$ cat config.mk
export PLATFORM = sky130hd
export DESIGN_NAME = ssx_exec
export DESIGN_NICKNAME = d
export VERILOG_FILES = /design/src/hw/ssx_pkg.sv /design/src/hw/ssx_subtractor.sv /design/src/hw/ssx_exec.sv
export SDC_FILE = /design/constraint.sdc
export NUM_CORES = 1
export LEC_CHECK = 0
export BUFFER_PORTS_ARGS = -buffer_cell sky130_fd_sc_hd__buf_2
export CORE_ASPECT_RATIO = 2
export CORE_MARGIN = 2
export CORE_UTILIZATION = 33
export DETAILED_ROUTE_END_ITERATION = 8
export SLEW_MARGIN = 10
export SYNTH_ARGS = -nofsm -noshare
export SYNTH_HDL_FRONTEND = slang
export SYNTH_SLANG_ARGS = --single-unit
$ cat constraint.sdc
create_clock -name clk -period 6.6 [get_ports clk]
set_input_delay 0.33 -clock clk [delete_from_list [all_inputs] [get_ports clk]]
set_output_delay 0.33 -clock clk [all_outputs]
set_load 0.02 [all_outputs]
$ cat src/hw/ssx_pkg.sv
// ssx_pkg: shared types and constants for the subtract/swap/xor execution block
package ssx_pkg;

    localparam int DATA_W = 8;
    localparam int ADDR_W = 7;

    // operation codes presented by decode
    typedef enum logic [3:0] {
        SSX_OP_NOP          = 4'h0,
        SSX_OP_SUB_IMM      = 4'h1,
        SSX_OP_SUB_REG      = 4'h2,
        SSX_OP_SUB_REG_BRW  = 4'h3,
        SSX_OP_NIBBLE_EXCH  = 4'h4,
        SSX_OP_LOAD_DIR     = 4'h5,
        SSX_OP_XOR_IMM      = 4'h6,
        SSX_OP_XOR_REG      = 4'h7,
        SSX_OP_SLEEP        = 4'h8
    } ssx_op_t;

    // direction register selectors
    localparam logic [2:0] DIR_SEL_A = 3'h5;
    localparam logic [2:0] DIR_SEL_B = 3'h6;
    localparam logic [2:0] DIR_SEL_C = 3'h7;

    // destination bit encoding
    localparam logic DEST_ACC = 1'b0;
    localparam logic DEST_REG = 1'b1;

    // reset values
    localparam logic [7:0] ACC_RST      = 8'h00;
    localparam logic [7:0] DIR_RST      = 8'hFF;
    localparam logic [7:0] WDT_CLEAR    = 8'h00;
    localparam logic [7:0] PRESC_CLEAR  = 8'h00;
    localparam logic       TO_RST       = 1'b1;
    localparam logic       PD_RST       = 1'b1;

    // low nibble field
    localparam int NIB_HI = 3;
    localparam int NIB_W  = 4;

    // one instruction issued by decode
    typedef struct packed {
        logic                valid;
        ssx_op_t             op;
        logic [DATA_W-1:0]   imm;
        logic [ADDR_W-1:0]   addr;
        logic                dest;
    } ssx_instr_t;

    // file-register write-back
    typedef struct packed {
        logic                we;
        logic [ADDR_W-1:0]   addr;
        logic [DATA_W-1:0]   data;
    } ssx_fwrite_t;

    // status flags
    typedef struct packed {
        logic carry;
        logic digit_carry;
        logic zero;
    } ssx_flags_t;

    // subtractor result
    typedef struct packed {
        logic [DATA_W-1:0] diff;
        logic              carry;
        logic              digit_carry;
    } ssx_sub_t;

endpackage : ssx_pkg

$ cat src/hw/ssx_subtractor.sv
// ssx_subtractor: 8-bit minuend minus subtrahend minus borrow, with carry outputs
`timescale 1ns/10ps

module ssx_subtractor
    import ssx_pkg::*;
(
    // operands
    input  wire logic [ssx_pkg::DATA_W-1:0] minuend,
    input  wire logic [ssx_pkg::DATA_W-1:0] subtrahend,
    input  wire logic                       borrow_in,
    // result
    output ssx_pkg::ssx_sub_t               result
);

    logic [ssx_pkg::NIB_W:0]  low_sum;
    logic [ssx_pkg::DATA_W:0] full_sum;

    // two's complement: a + ~b + carry_in, carry out is not-borrow
    always_comb
    begin
        low_sum  = {1'b0, minuend[NIB_HI:0]} + {1'b0, ~subtrahend[NIB_HI:0]}
                   + {{NIB_W{1'b0}}, ~borrow_in};
        full_sum = {1'b0, minuend} + {1'b0, ~subtrahend}
                   + {{DATA_W{1'b0}}, ~borrow_in};
        result.diff        = full_sum[DATA_W-1:0];
        result.carry       = full_sum[DATA_W];
        result.digit_carry = low_sum[NIB_W];
    end

endmodule : ssx_subtractor

$ cat src/hw/ssx_exec.sv
// ssx_exec: execution datapath for subtract, nibble swap, xor, direction load, sleep
//
// Overview of operation
// - Subtract-from-immediate puts the immediate minus the accumulator into the accumulator.
// - Every subtract updates carry (clear on borrow), digit carry (low nibble) and zero.
// - Subtract-from-register computes the addressed file register minus the accumulator.
// - A destination bit of 0 sends the result to the accumulator, 1 to the file register.
// - Subtract-with-borrow also takes away the inverted carry flag as the borrow.
// - Sleep clears watchdog and prescaler, sets timeout, clears power-down, enters sleep.
// - Nibble exchange swaps the two halves of the source and leaves all flags alone.
// - Direction load copies the accumulator into port A, B or C direction for 5, 6 or 7.
// - Xor-with-immediate puts accumulator xor immediate in the accumulator, zero flag only.
// - Xor-with-register xors with the file register, routed by destination, zero only.
//
// Design decisions made here: the plain strobed port and the placing of the registers.
`timescale 1ns/10ps

module ssx_exec
    import ssx_pkg::*;
(
    // clock and reset
    input  wire logic                       clk,
    input  wire logic                       rst_b,
    // decoded instruction and file register read value
    input  ssx_pkg::ssx_instr_t             instr,
    input  wire logic [ssx_pkg::DATA_W-1:0] file_rdata,
    // wake from sleep (from the wake logic outside this block)
    input  wire logic                       wake,
    // file register write-back
    output ssx_pkg::ssx_fwrite_t            file_wr,
    // architectural state
    output logic [ssx_pkg::DATA_W-1:0]      acc,
    output ssx_pkg::ssx_flags_t             flags,
    output logic [ssx_pkg::DATA_W-1:0]      port_a_direction,
    output logic [ssx_pkg::DATA_W-1:0]      port_b_direction,
    output logic [ssx_pkg::DATA_W-1:0]      port_c_direction,
    // power status and sleep control
    output logic                            timeout_status_flag,
    output logic                            powerdown_status_flag,
    output logic [ssx_pkg::DATA_W-1:0]      watchdog_counter,
    output logic [ssx_pkg::DATA_W-1:0]      watchdog_prescaler,
    output logic                            sleep_active
);

    // ======================================================================
    // state
    // ======================================================================
    logic [DATA_W-1:0] acc_reg,    acc_next;
    ssx_flags_t        flags_reg,  flags_next;
    ssx_fwrite_t       fwr_reg,    fwr_next;
    logic              to_reg,     to_next;
    logic              pd_reg,     pd_next;
    logic [DATA_W-1:0] wdt_reg,    wdt_next;
    logic [DATA_W-1:0] presc_reg,  presc_next;
    logic              sleep_reg,  sleep_next;

    // ======================================================================
    // subtractor
    // ======================================================================
    logic [DATA_W-1:0] sub_minuend;
    logic              sub_borrow;
    ssx_sub_t          sub_res;

    always_comb
    begin
        sub_minuend = (instr.op == SSX_OP_SUB_IMM) ? instr.imm : file_rdata;
        // only the borrow form consumes carry; others subtract with no borrow
        sub_borrow  = (instr.op == SSX_OP_SUB_REG_BRW) ? ~flags_reg.carry
                                                      : 1'b0;
    end

    ssx_subtractor u_sub (
        .minuend    (sub_minuend),
        .subtrahend (acc_reg),
        .borrow_in  (sub_borrow),
        .result     (sub_res)
    );

    // ======================================================================
    // decode
    // ======================================================================
    logic              take;
    logic [DATA_W-1:0] result;
    logic              write_result;
    logic              use_dest;
    logic              to_file;
    logic              sets_arith;
    logic              sets_zero;

    // instructions are ignored while the core sleeps
    assign take = instr.valid && !sleep_reg;

    always_comb
    begin
        result       = '0;
        write_result = 1'b0;
        use_dest     = 1'b0;
        sets_arith   = 1'b0;
        sets_zero    = 1'b0;
        unique case (instr.op)
            SSX_OP_SUB_IMM:
            begin
                result       = sub_res.diff;
                write_result = 1'b1;
                sets_arith   = 1'b1;
                sets_zero    = 1'b1;
            end
            SSX_OP_SUB_REG, SSX_OP_SUB_REG_BRW:
            begin
                result       = sub_res.diff;
                write_result = 1'b1;
                use_dest     = 1'b1;
                sets_arith   = 1'b1;
                sets_zero    = 1'b1;
            end
            SSX_OP_NIBBLE_EXCH:
            begin
                // flags deliberately untouched
                result       = {file_rdata[NIB_HI:0],
                                file_rdata[DATA_W-1:NIB_W]};
                write_result = 1'b1;
                use_dest     = 1'b1;
            end
            SSX_OP_XOR_IMM:
            begin
                result       = acc_reg ^ instr.imm;
                write_result = 1'b1;
                sets_zero    = 1'b1;
            end
            SSX_OP_XOR_REG:
            begin
                result       = acc_reg ^ file_rdata;
                write_result = 1'b1;
                use_dest     = 1'b1;
                sets_zero    = 1'b1;
            end
            // direction load and sleep act in their own groups below
            SSX_OP_LOAD_DIR, SSX_OP_SLEEP, SSX_OP_NOP:
            begin
                result = '0;
            end
            default:
            begin
                result = '0;
            end
        endcase
    end

    // destination bit 1 sends the result back to the file register
    assign to_file = use_dest && (instr.dest == DEST_REG);

    // ======================================================================
    // accumulator
    // ======================================================================
    always_comb
    begin
        acc_next = acc_reg;
        if (take && write_result && !to_file)
        begin
            acc_next = result;
        end
    end

    always_ff @(posedge clk or negedge rst_b)
    begin
        if (!rst_b)
        begin
            acc_reg <= ACC_RST;
        end
        else
        begin
            acc_reg <= acc_next;
        end
    end

    // ======================================================================
    // status flags
    // ======================================================================
    always_comb
    begin
        flags_next = flags_reg;
        if (take && sets_arith)
        begin
            flags_next.carry       = sub_res.carry;
            flags_next.digit_carry = sub_res.digit_carry;
        end
        if (take && sets_zero)
        begin
            flags_next.zero = (result == '0);
        end
    end

    always_ff @(posedge clk or negedge rst_b)
    begin
        if (!rst_b)
        begin
            flags_reg <= '0;
        end
        else
        begin
            flags_reg <= flags_next;
        end
    end

    // ======================================================================
    // file register write-back
    // ======================================================================
    always_comb
    begin
        // strobe lasts one cycle; address and data drop back with it
        fwr_next = '0;
        if (take && write_result && to_file)
        begin
            fwr_next.we   = 1'b1;
            fwr_next.addr = instr.addr;
            fwr_next.data = result;
        end
    end

    always_ff @(posedge clk or negedge rst_b)
    begin
        if (!rst_b)
        begin
            fwr_reg <= '0;
        end
        else
        begin
            fwr_reg <= fwr_next;
        end
    end

    // ======================================================================
    // port direction registers, one per selector
    // ======================================================================
    localparam int DIR_N = int'(DIR_SEL_C) - int'(DIR_SEL_A) + 1;

    logic dir_load;

    assign dir_load = take && (instr.op == SSX_OP_LOAD_DIR);

    generate
        for (genvar i = 0; i < DIR_N; i++)
        begin : g_dir
            logic [DATA_W-1:0] dir_reg;
            logic [DATA_W-1:0] dir_next;

            // full address compare: selectors outside 5..7 load nothing
            always_comb
            begin
                dir_next = dir_reg;
                if (dir_load && instr.addr == ADDR_W'(int'(DIR_SEL_A) + i))
                begin
                    dir_next = acc_reg;
                end
            end

            always_ff @(posedge clk or negedge rst_b)
            begin
                if (!rst_b)
                begin
                    dir_reg <= DIR_RST;
                end
                else
                begin
                    dir_reg <= dir_next;
                end
            end
        end
    endgenerate

    // ======================================================================
    // power status and sleep
    // ======================================================================
    always_comb
    begin
        to_next    = to_reg;
        pd_next    = pd_reg;
        wdt_next   = wdt_reg;
        presc_next = presc_reg;
        // wake only ends a sleep; a sleep issued in that cycle is not taken, so the core wakes
        sleep_next = sleep_reg && !wake;
        if (take && (instr.op == SSX_OP_SLEEP))
        begin
            wdt_next   = WDT_CLEAR;
            presc_next = PRESC_CLEAR;
            to_next    = 1'b1;
            pd_next    = 1'b0;
            sleep_next = 1'b1;
        end
    end

    always_ff @(posedge clk or negedge rst_b)
    begin
        if (!rst_b)
        begin
            to_reg    <= TO_RST;
            pd_reg    <= PD_RST;
            wdt_reg   <= WDT_CLEAR;
            presc_reg <= PRESC_CLEAR;
            sleep_reg <= 1'b0;
        end
        else
        begin
            to_reg    <= to_next;
            pd_reg    <= pd_next;
            wdt_reg   <= wdt_next;
            presc_reg <= presc_next;
            sleep_reg <= sleep_next;
        end
    end

    // ======================================================================
    // outputs
    // ======================================================================
    assign acc                   = acc_reg;
    assign flags                 = flags_reg;
    assign file_wr               = fwr_reg;
    assign port_a_direction      = g_dir[0].dir_reg;
    assign port_b_direction      = g_dir[1].dir_reg;
    assign port_c_direction      = g_dir[2].dir_reg;
    assign timeout_status_flag   = to_reg;
    assign powerdown_status_flag = pd_reg;
    assign watchdog_counter      = wdt_reg;
    assign watchdog_prescaler    = presc_reg;
    assign sleep_active          = sleep_reg;

endmodule : ssx_exec

# Word level (Yosys, flattened, before mapping)
# Index checks and enable logic that the tools add are counted.
dict set report word_totals {
  ram_bits 0
  input_bits 32
  out_inout_bits 70
  romBits 0
  latch_bits 0
  word_cells 63
  n_memories 0
  reg_bits 53
}
dict set report classes {
  bitwise_logic 6
  order_cmp 0
  n_div 0
  n_mux 9
  add_sub_neg 4
  n_mul 0
  n_reduce_logical 21
  eq_ne 11
  shift 0
}
# operator count
set op_table {}
lappend op_table {{8-bit case mux with 4 select lines} 1}
lappend op_table {{7-bit by 3-bit equality test with 1-bit output (second input constant)} 3}
lappend op_table {{4-bit by 3-bit equality test with 1-bit output (second input constant)} 4}
lappend op_table {{16-bit 2-to-1 mux} 1}
lappend op_table {{8-bit XOR} 2}
lappend op_table {{1-bit logical AND} 13}
lappend op_table {{8-bit by 8-bit adder with 9-bit output} 1}
lappend op_table {{9-bit by 1-bit adder with 9-bit output} 1}
lappend op_table {{4-bit by 2-bit equality test with 1-bit output (second input constant)} 2}
lappend op_table {{8-bit logical NOT} 1}
lappend op_table {{8-bit 2-to-1 mux} 1}
lappend op_table {{8-bit inverter} 1}
lappend op_table {{1-bit 2-to-1 mux} 6}
lappend op_table {{6-bit OR reduction} 1}
lappend op_table {{4-bit by 4-bit adder with 5-bit output} 1}
lappend op_table {{5-bit by 1-bit adder with 5-bit output} 1}
lappend op_table {{5-bit OR reduction} 1}
lappend op_table {{4-bit by 1-bit equality test with 1-bit output (second input constant)} 1}
lappend op_table {{4-bit equality test (second input constant)} 1}
lappend op_table {{4-bit inverter} 1}
lappend op_table {{4-bit OR reduction} 1}
lappend op_table {{1-bit logical NOT} 3}
lappend op_table {{3-bit OR reduction} 1}
lappend op_table {{1-bit inverter} 2}

# Logic depth before layout (Yosys ltp)
# Gate-level depths: netlist (run 1).
dict set report logic_depth {
  ltp_word 6
  mapped_depth 13
  depth_no_buf 12
}

# Modules after synthesis
# From an unflattened synthesis (run 1), not the netlist that was laid out.
dict set report hier_totals {
  cells_unflattened 275
  area_unflattened_um2 2965.3
}
# module cells_per_inst seq_area_each_um2 area_each_um2 n_inst
set modules_own_cells {}
lappend modules_own_cells {ssx_exec 232 1357.6 2640.0 1}
lappend modules_own_cells {ssx_subtractor 43 0.0 325.3 1}

# Worst setup path after synthesis (run 1)
# OpenSTA, ideal clock, no wires.
dict set report synth_path {
  path_type {input -> register}
  start {input instr[17] (netlist name)}
  end {register flags_reg, in the netlist flags[0]}
  arrival_time_ps 3015
  setup_ps 101
  stages 13
  path_slack_ps 3484
  cell_sequence {buf_6 -> nand2b_4 -> nor3_2 -> mux2i_1 -> fa_1 -> inv_1 -> fa_1 -> a21o_1 -> a21oi_1 -> xnor2_1 -> a221oi_1 -> nand4_1 -> o32ai_1}
}
dict set report synth_between {
  elab_chain_cells 6
  elab_cells_between_ends 17
  cone_classes {2 x add/sub; 6 x eq/ne; 4 x mux; 1 x bitwise; 4 x reduce/logical}
}
# item line
set synth_rtl {}
lappend synth_rtl {{from (decl)} ssx_exec.sv:25} ;# input ssx_pkg::ssx_instr_t instr,
lappend synth_rtl {{4-bit by 1-bit equality test with 1-bit output / 4-bit by 2-bit equality test with 1-bit output (equally long branches)} {ssx_exec.sv:66, ssx_exec.sv:100, ssx_exec.sv:68}}
lappend synth_rtl {{8-bit 2-to-1 mux / 1-bit 2-to-1 mux (equally long branches)} {ssx_exec.sv:66, ssx_exec.sv:68}}
lappend synth_rtl {{8-bit by 8-bit adder with 9-bit output / 1-bit inverter (equally long branches)} {ssx_subtractor.sv:23, ssx_subtractor.sv:24}}
lappend synth_rtl {{9-bit by 1-bit adder with 9-bit output} ssx_subtractor.sv:24} ;# + {{DATA_W{1'b0}}, ~borrow_in};
lappend synth_rtl {{8-bit case mux with 4 select lines} ssx_exec.sv:100} ;# unique case (instr.op)
lappend synth_rtl {{8-bit logical NOT} ssx_exec.sv:189} ;# flags_next.zero = (result == '0);
lappend synth_rtl {{to (signal assigned)} ssx_exec.sv:201} ;# flags_reg <= flags_next;
lappend synth_rtl {{to (decl)} ssx_exec.sv:49} ;# ssx_flags_t flags_reg, flags_next;
# Parallel ways exist; a longest one is shown, timed or not.
# A chain may end at the register's enable or synchronous reset.

# Worst setup path after layout (run 1)
dict set report layout_path {
  start {input instr[16] (netlist name)}
  end {register flags_reg, in the netlist flags[0]}
}
# The elaborated chain is that of the path after synthesis.

==> flow_summary_export.csv, run 1 <==
group,metric,value,unit
die,core,8950,um2
place,dpl.hpwl,6260,um
detailed_routing,vias_per_cell,4.99,
sta,finalHoldViolations,0,
cells_and_area,layout.cells.non_filler,464,
place,io_buffers,84,
cells_and_area,final_area,3660,um2
sta,rsz0062_at_grt,"false",
sta,skew,6.30,ps
grt,grt_overflow,0,
cts,cts_buffers,5,
yosys,synth_cells,277,
worst_setup_path,crit_slowest_cell,"nor3_2",
cts,cts_tree,"done",
worst_setup_path,end_kind,"flip-flop",
power_and_ir_drop,ir_drop,128,uV
worst_setup_path,rr_worst_depth,10,
detailed_routing,drt-wirelength-per-cell,16.4,um
worst_setup_path,worstSetupPathType,"input pin to flip-flop",
cts,clk-insertion-delay-late,290,ps
yosys,synthArstFlopShare,1.00,
power_and_ir_drop,leakagePower,1.80,nW
cts,ctsLongestPathBuffers,2,
cells_and_area,final_cell_mix,"buf_2 (84), mux2_2 (32), dfrtp_1 (28), dfstp_2 (25), nor2_1 (21)",
cts,post_cts_resized,0,
grt,antenna_found_initial,0,
die,die_area,10000,um2
detailed_routing,vias,2316,
grt,busiest_layer,"met2",
cells_and_area,area_growth,20.6,%
cts,post_cts_buffers,0,
worst_hold_path,hp-class,"input pin to async pin",
detailed_routing,drc,0,
cts,root_buffer,"clkbuf_16",
sta,setup_viol,0,
worst_setup_path,cp_top_family,"compound AO/OA/AOI/OAI gates",
die,die_w,71.9,um
grt,grt_max_degree,54,
place,place_inst,456,
yosys,synth_seq_area_share,0.447,
sta,slew_headroom,0.432,
die,die_y,140,um
sta,fin_crit,3550,ps
die,io_pins,102,
worst_setup_path,startpoint_type,"input pin",
cells_and_area,layout.nets,402,
yosys,ys_types,53,
sta,worst_pin_slew,846,ps
cts,clkTransAtPathRegs,70,ps
worst_setup_path,worstPathRequired,6800,ps
yosys,synth-seq-cells,53,
grt,grt_pass1_wl,12600,um
worst_setup_path,worst-path-buf-inv,2,
sta,worst_slack,3050,ps
grt,met3_usage,0.0224,
worst_setup_path,worstPathArrival,3750,ps
flow_run,drv_cap,0,
yosys,synth_top_flop_cell,"dfrtp_1",
power_and_ir_drop,p_per_area,276,nW/um2
worst_setup_path,path_depth,13,
run_status,outcome,"finished, final reports clean",
yosys,syn_area,3040,um2
cells_and_area,largest_reg_flops,16,
sta,max_freq,282,MHz
grt,grt_pass1_vias,2483,
die,initial_core_util,0.340,
detailed_routing,wl,7630,um
cts,htree_levels,2,
grt,use_met1,0.161,
place,preCtsSetupSlack,2780,ps
cells_and_area,final_common_cell,"buf_2",
worst_setup_path,crit_chain,"buf_2 -> nand2b_4 -> nor3_2 -> mux2i_1 -> fa_1 -> inv_1 -> fa_1 -> a21o_1 -> a21oi_1 -> xnor2_1 -> a221oi_1 -> nand4_1 -> o32ai_1",
worst_setup_path,cp_common_cell,"fa_1",
yosys,yosys_warnings,0,
cts,postCtsHoldBufs,0,
die,rows,49,
yosys,avgSynthCellArea,11.0,um2
grt,grtUsageMet2,0.305,
place,placed_cell_area,3470,um2
detailed_routing,drt-pass1-iter-count,4,
cells_and_area,layout-drive-gt1-share,0.436,
worst_setup_path,critPathMaxFanout,16,
detailed_routing,drtIter0Drc,126,
cells_and_area,diodes,0,
worst_setup_path,critPathMaxStageDelay,590,ps
cts,clock_sinks,53,
detailed_routing,antenna_left,0,
sta,slew_violations,0,
place,gp_congestion,0.853,
grt,grtUsageTotal,0.164,
sta,finalCritPeriodShare,0.537,
yosys,synth-edff-count,0,
sta,tns,0,ps
[stage by stage]
stage | utilization | power (mW) | hold slack, ps
3_3_place_gp | 0.388 | 0.677 | 480
4_1_cts | 0.409 | 1.02 | 172
5_1_grt | 0.409 | 1.08 | 193
2_1_floorplan | - | 0.593 | 34.4
6_report | 0.409 | 1.01 | 140
3_5_place_dp | 0.388 | 0.682 | 487
[kinds of logic after synthesis]
logic type,Yosys count,share of synthesized area
other,2,0.00247
AOI/OAI and AO/OA,49,0.105
adders and majority gates,9,0.0420
DFF,53,0.447
buffers and inverters,38,0.0790
and+or+nand+nor,74,0.142
xor gates and xnor gates,12,0.0346
muxes,40,0.149
[cell type report]
type / count / area, um2
clock inverter: 3 / 68.8
sequential: 53 / 1360
fill: 920 / 5290
multi-input combinational: 201 / 1500
inverter: 14 / 52.6
clock buffer: 5 / 125
tap: 102 / 128
timing repair buffer: 86 / 435
[per-layer routing]
layer | part of all wire | up-vias
met5 | 0 | -
met4 | 0.058 | 0
met3 | 0.040 | 25
met2 | 0.57 | 79
met1 | 0.33 | 1100
li1 | - | 1112
[synth_stat cells (2+ instances only)]
cell type | instances | area share
a211oi_1 | 2 | 0.0049
a21o_1 | 2 | 0.0049
a21oi_1 | 15 | 0.025
a222oi_1 | 2 | 0.0066
a22oi_1 | 4 | 0.0099
and2_1 | 11 | 0.023
buf_2 | 2 | 0.0033
buf_4 | 17 | 0.042
buf_6 | 2 | 0.0074
clkbuf_1 | 2 | 0.0025
conb_1 | 2 | 0.0025
dfrtp_1 | 28 | 0.23
dfstp_2 | 25 | 0.22
fa_1 | 2 | 0.013
ha_1 | 7 | 0.029
inv_1 | 14 | 0.017
mux2_2 | 32 | 0.12
mux2i_1 | 7 | 0.023
nand2_1 | 9 | 0.011
nand2b_1 | 7 | 0.014
nand4_1 | 3 | 0.0062
nor2_1 | 21 | 0.026
nor2b_1 | 3 | 0.0062
nor3_1 | 4 | 0.0066
nor3b_1 | 2 | 0.0049
nor3b_4 | 2 | 0.012
nor4_1 | 2 | 0.0041
o21ai_0 | 10 | 0.016
o22ai_1 | 4 | 0.0082
xnor2_1 | 10 | 0.029
xor2_1 | 2 | 0.0058
[worst paths after layout]
kind | startpoint | endpoint | slack (ps)
worst max-delay path | instr[16] | flags[0] | 3050
worst max register to register | flags[2] | flags[0] | 3700
worst min register to register | powerdown_status_flag | powerdown_status_flag | 500
min in group clk | wake | sleep_active | 210
worst min-delay path | rst_b | sleep_active | 140
max in group asynchronous | rst_b | file_wr[3] | 6010
[where the power goes]
part	internal, mW	switching [mW]
Clock	0.219	0.118
Combinational	0.114	0.173
Sequential	0.350	0.0369
Total	0.682	0.328
No activity file was read; power rests on OpenSTA's default activity.
==> run 2, diff against run 1 <==
==> constraint.sdc (replaced) <==
create_clock -name clk -period 2.9 [get_ports clk]
set_input_delay 0.145 -clock clk [delete_from_list [all_inputs] [get_ports clk]]
set_output_delay 0.145 -clock clk [all_outputs]
set_load 0.02 [all_outputs]
==> flow_summary_export.csv, run 2 (synthesis gave the netlist of run 1 again) <==
group,metric,value,unit
cts,cts_buffers,5,
detailed_routing,antenna_left,0,
cells_and_area,final_cell_mix,"buf_2 (84), mux2_2 (32), dfrtp_1 (28), dfstp_2 (25), nor2_1 (21)",
cells_and_area,layout.nets,417,
detailed_routing,wl,7840,um
cts,root_buffer,"clkbuf_16",
detailed_routing,vias_per_cell,5.01,
cells_and_area,final_util,0.419,
sta,finalCritPeriodShare,0.962,
place,placed_cell_area,3580,um2
cells_and_area,layout-drive-gt1-share,0.464,
die,die_area,10000,um2
place,dpl.hpwl,6420,um
cells_and_area,multiInputGateArea,1520,um2
worst_setup_path,timing.rr.start,"flags[2]",
worst_setup_path,worstSetupPathType,"flip-flop to flip-flop",
grt,met3_usage,0.0167,
die,initial_core_util,0.340,
place,gp_congestion,0.873,
sta,setup_viol,0,
detailed_routing,drt-pass1-iter-count,4,
worst_setup_path,crit_slowest_cell,"fa_1",
power_and_ir_drop,finalPower,2.21,mW
cts,clock_sinks,53,
worst_setup_path,crit_chain,"nor4_1 -> fa_1 -> inv_1 -> fa_1 -> xor2_1 -> a222oi_1 -> buf_4 -> and4_1 -> nand4_1 -> o32ai_1",
die,die_w,71.9,um
cts,clkTransAtPathRegs,70,ps
worst_setup_path,rr_worst_depth,10,
cells_and_area,largest_reg_flops,16,
cts,clk-insertion-delay-late,290,ps
cts,cts_tree,"done",
cts,ctsLongestPathBuffers,2,
grt,grt_pass1_vias,2491,
cells_and_area,area_growth,23.4,%
grt,grtUsageMet2,0.320,
run_status,outcome,"finished, final reports clean",
cells_and_area,fillers,919,
cts,htree_levels,2,
worst_setup_path,critPathMaxStageDelay,440,ps
power_and_ir_drop,leakagePower,1.86,nW
sta,skew,4.42,ps
worst_hold_path,hp-class,"input pin to async pin",
grt,grt_pass1_wl,12600,um
worst_setup_path,regToRegSetupSlack,110,ps
worst_setup_path,path_depth,10,
sta,slew_violations,0,
die,die_y,140,um
power_and_ir_drop,ir_drop,239,uV
sta,slew_headroom,0.308,
worst_setup_path,worst-path-buf-inv,2,
detailed_routing,drc,0,
grt,grt_overflow,0,
cells_and_area,final_area,3750,um2
worst_setup_path,cp_common_cell,"fa_1",
cells_and_area,final_common_cell,"buf_2",
cells_and_area,seqCellArea,1360,um2
grt,busiest_layer,"met2",
grt,use_met1,0.151,
worst_setup_path,cp_top_family,"adder cells",
worst_setup_path,r2r_end,"flags[0]",
sta,fin_crit,2790,ps
detailed_routing,drt-wirelength-per-cell,16.4,um
grt,antenna_found_initial,0,
sta,finalHoldViolations,0,
flow_run,drv_cap,0,
power_and_ir_drop,p_per_area,588,nW/um2
place,io_buffers,84,
detailed_routing,drtIter0Drc,87,
worst_setup_path,worstPathArrival,2990,ps
grt,grt_max_degree,48,
die,core,8950,um2
sta,whs,21.0,ps
worst_setup_path,startpoint_type,"flip-flop",
cells_and_area,diodes,0,
sta,max_freq,359,MHz
worst_setup_path,critPathMaxFanout,3,
detailed_routing,vias,2400,
grt,grtUsageTotal,0.165,
die,rows,49,
worst_setup_path,end_kind,"flip-flop",
sta,worst_pin_slew,1040,ps
die,io_pins,102,
worst_setup_path,worstPathRequired,3100,ps
==> run 2: metal layers <==
| layer | wire length, um | vias up |
|---|---|---|
| met5 | 0 | - |
| met4 | 407 | 0 |
| met3 | 285 | 26 |
| met2 | 4610 | 86 |
| met1 | 2540 | 1150 |
| li1 | - | 1138 |
==> run 2: final cells by class <==
type / count / area share
Clock inverter: 3 / 0.00667
Inverter: 14 / 0.0140
Sequential cell: 53 / 0.362
Timing Repair Buffer: 101 / 0.146
Tap cell: 102 / 0.0340
Multi-Input combinational cell: 201 / 0.404
Clock buffer: 5 / 0.0334
==> run 2: worst max-delay path by stage <==
stage | from | to
after detailed placement | instr[17] | flags[0]
after global placement | instr[17] | flags[0]
after floorplan | instr[17] | flags[0]
after CTS | flags[2] | flags[0]
after global routing | flags[2] | flags[0]
final | flags[2] | flags[0]
==> run 2: where the power goes <==
| part | switching, mW | leakage, nW | internal (mW) |
|---|---|---|---|
| sequential | 0.0898 | 0.626 | 0.796 |
| combinational | 0.414 | 1.16 | 0.296 |
| clock | 0.282 | 0.0723 | 0.327 |
| total | 0.786 | 1.86 | 1.42 |
==> run 2: metrics by stage <==
stage | TNS, ps | setup WS [ps] | cells
floorplan | 0 | 85.2 | 292
global placement | -85.5 | -85.5 | 470
detailed placement | -101 | -101 | 470
CTS | 0 | 35.2 | 478
global route | -32.1 | -32.1 | 479
finish | 0 | 111 | 479
==> run 2: timing repair <==
item | 4_1_cts | 5_1_grt
setup endpoints to repair | 0 | 1
hold buffers | 0 | 0
endpoints found under the hold margin | 0 | 0
buffers inserted | 0 | 1
gates resized for setup | 0 | 2
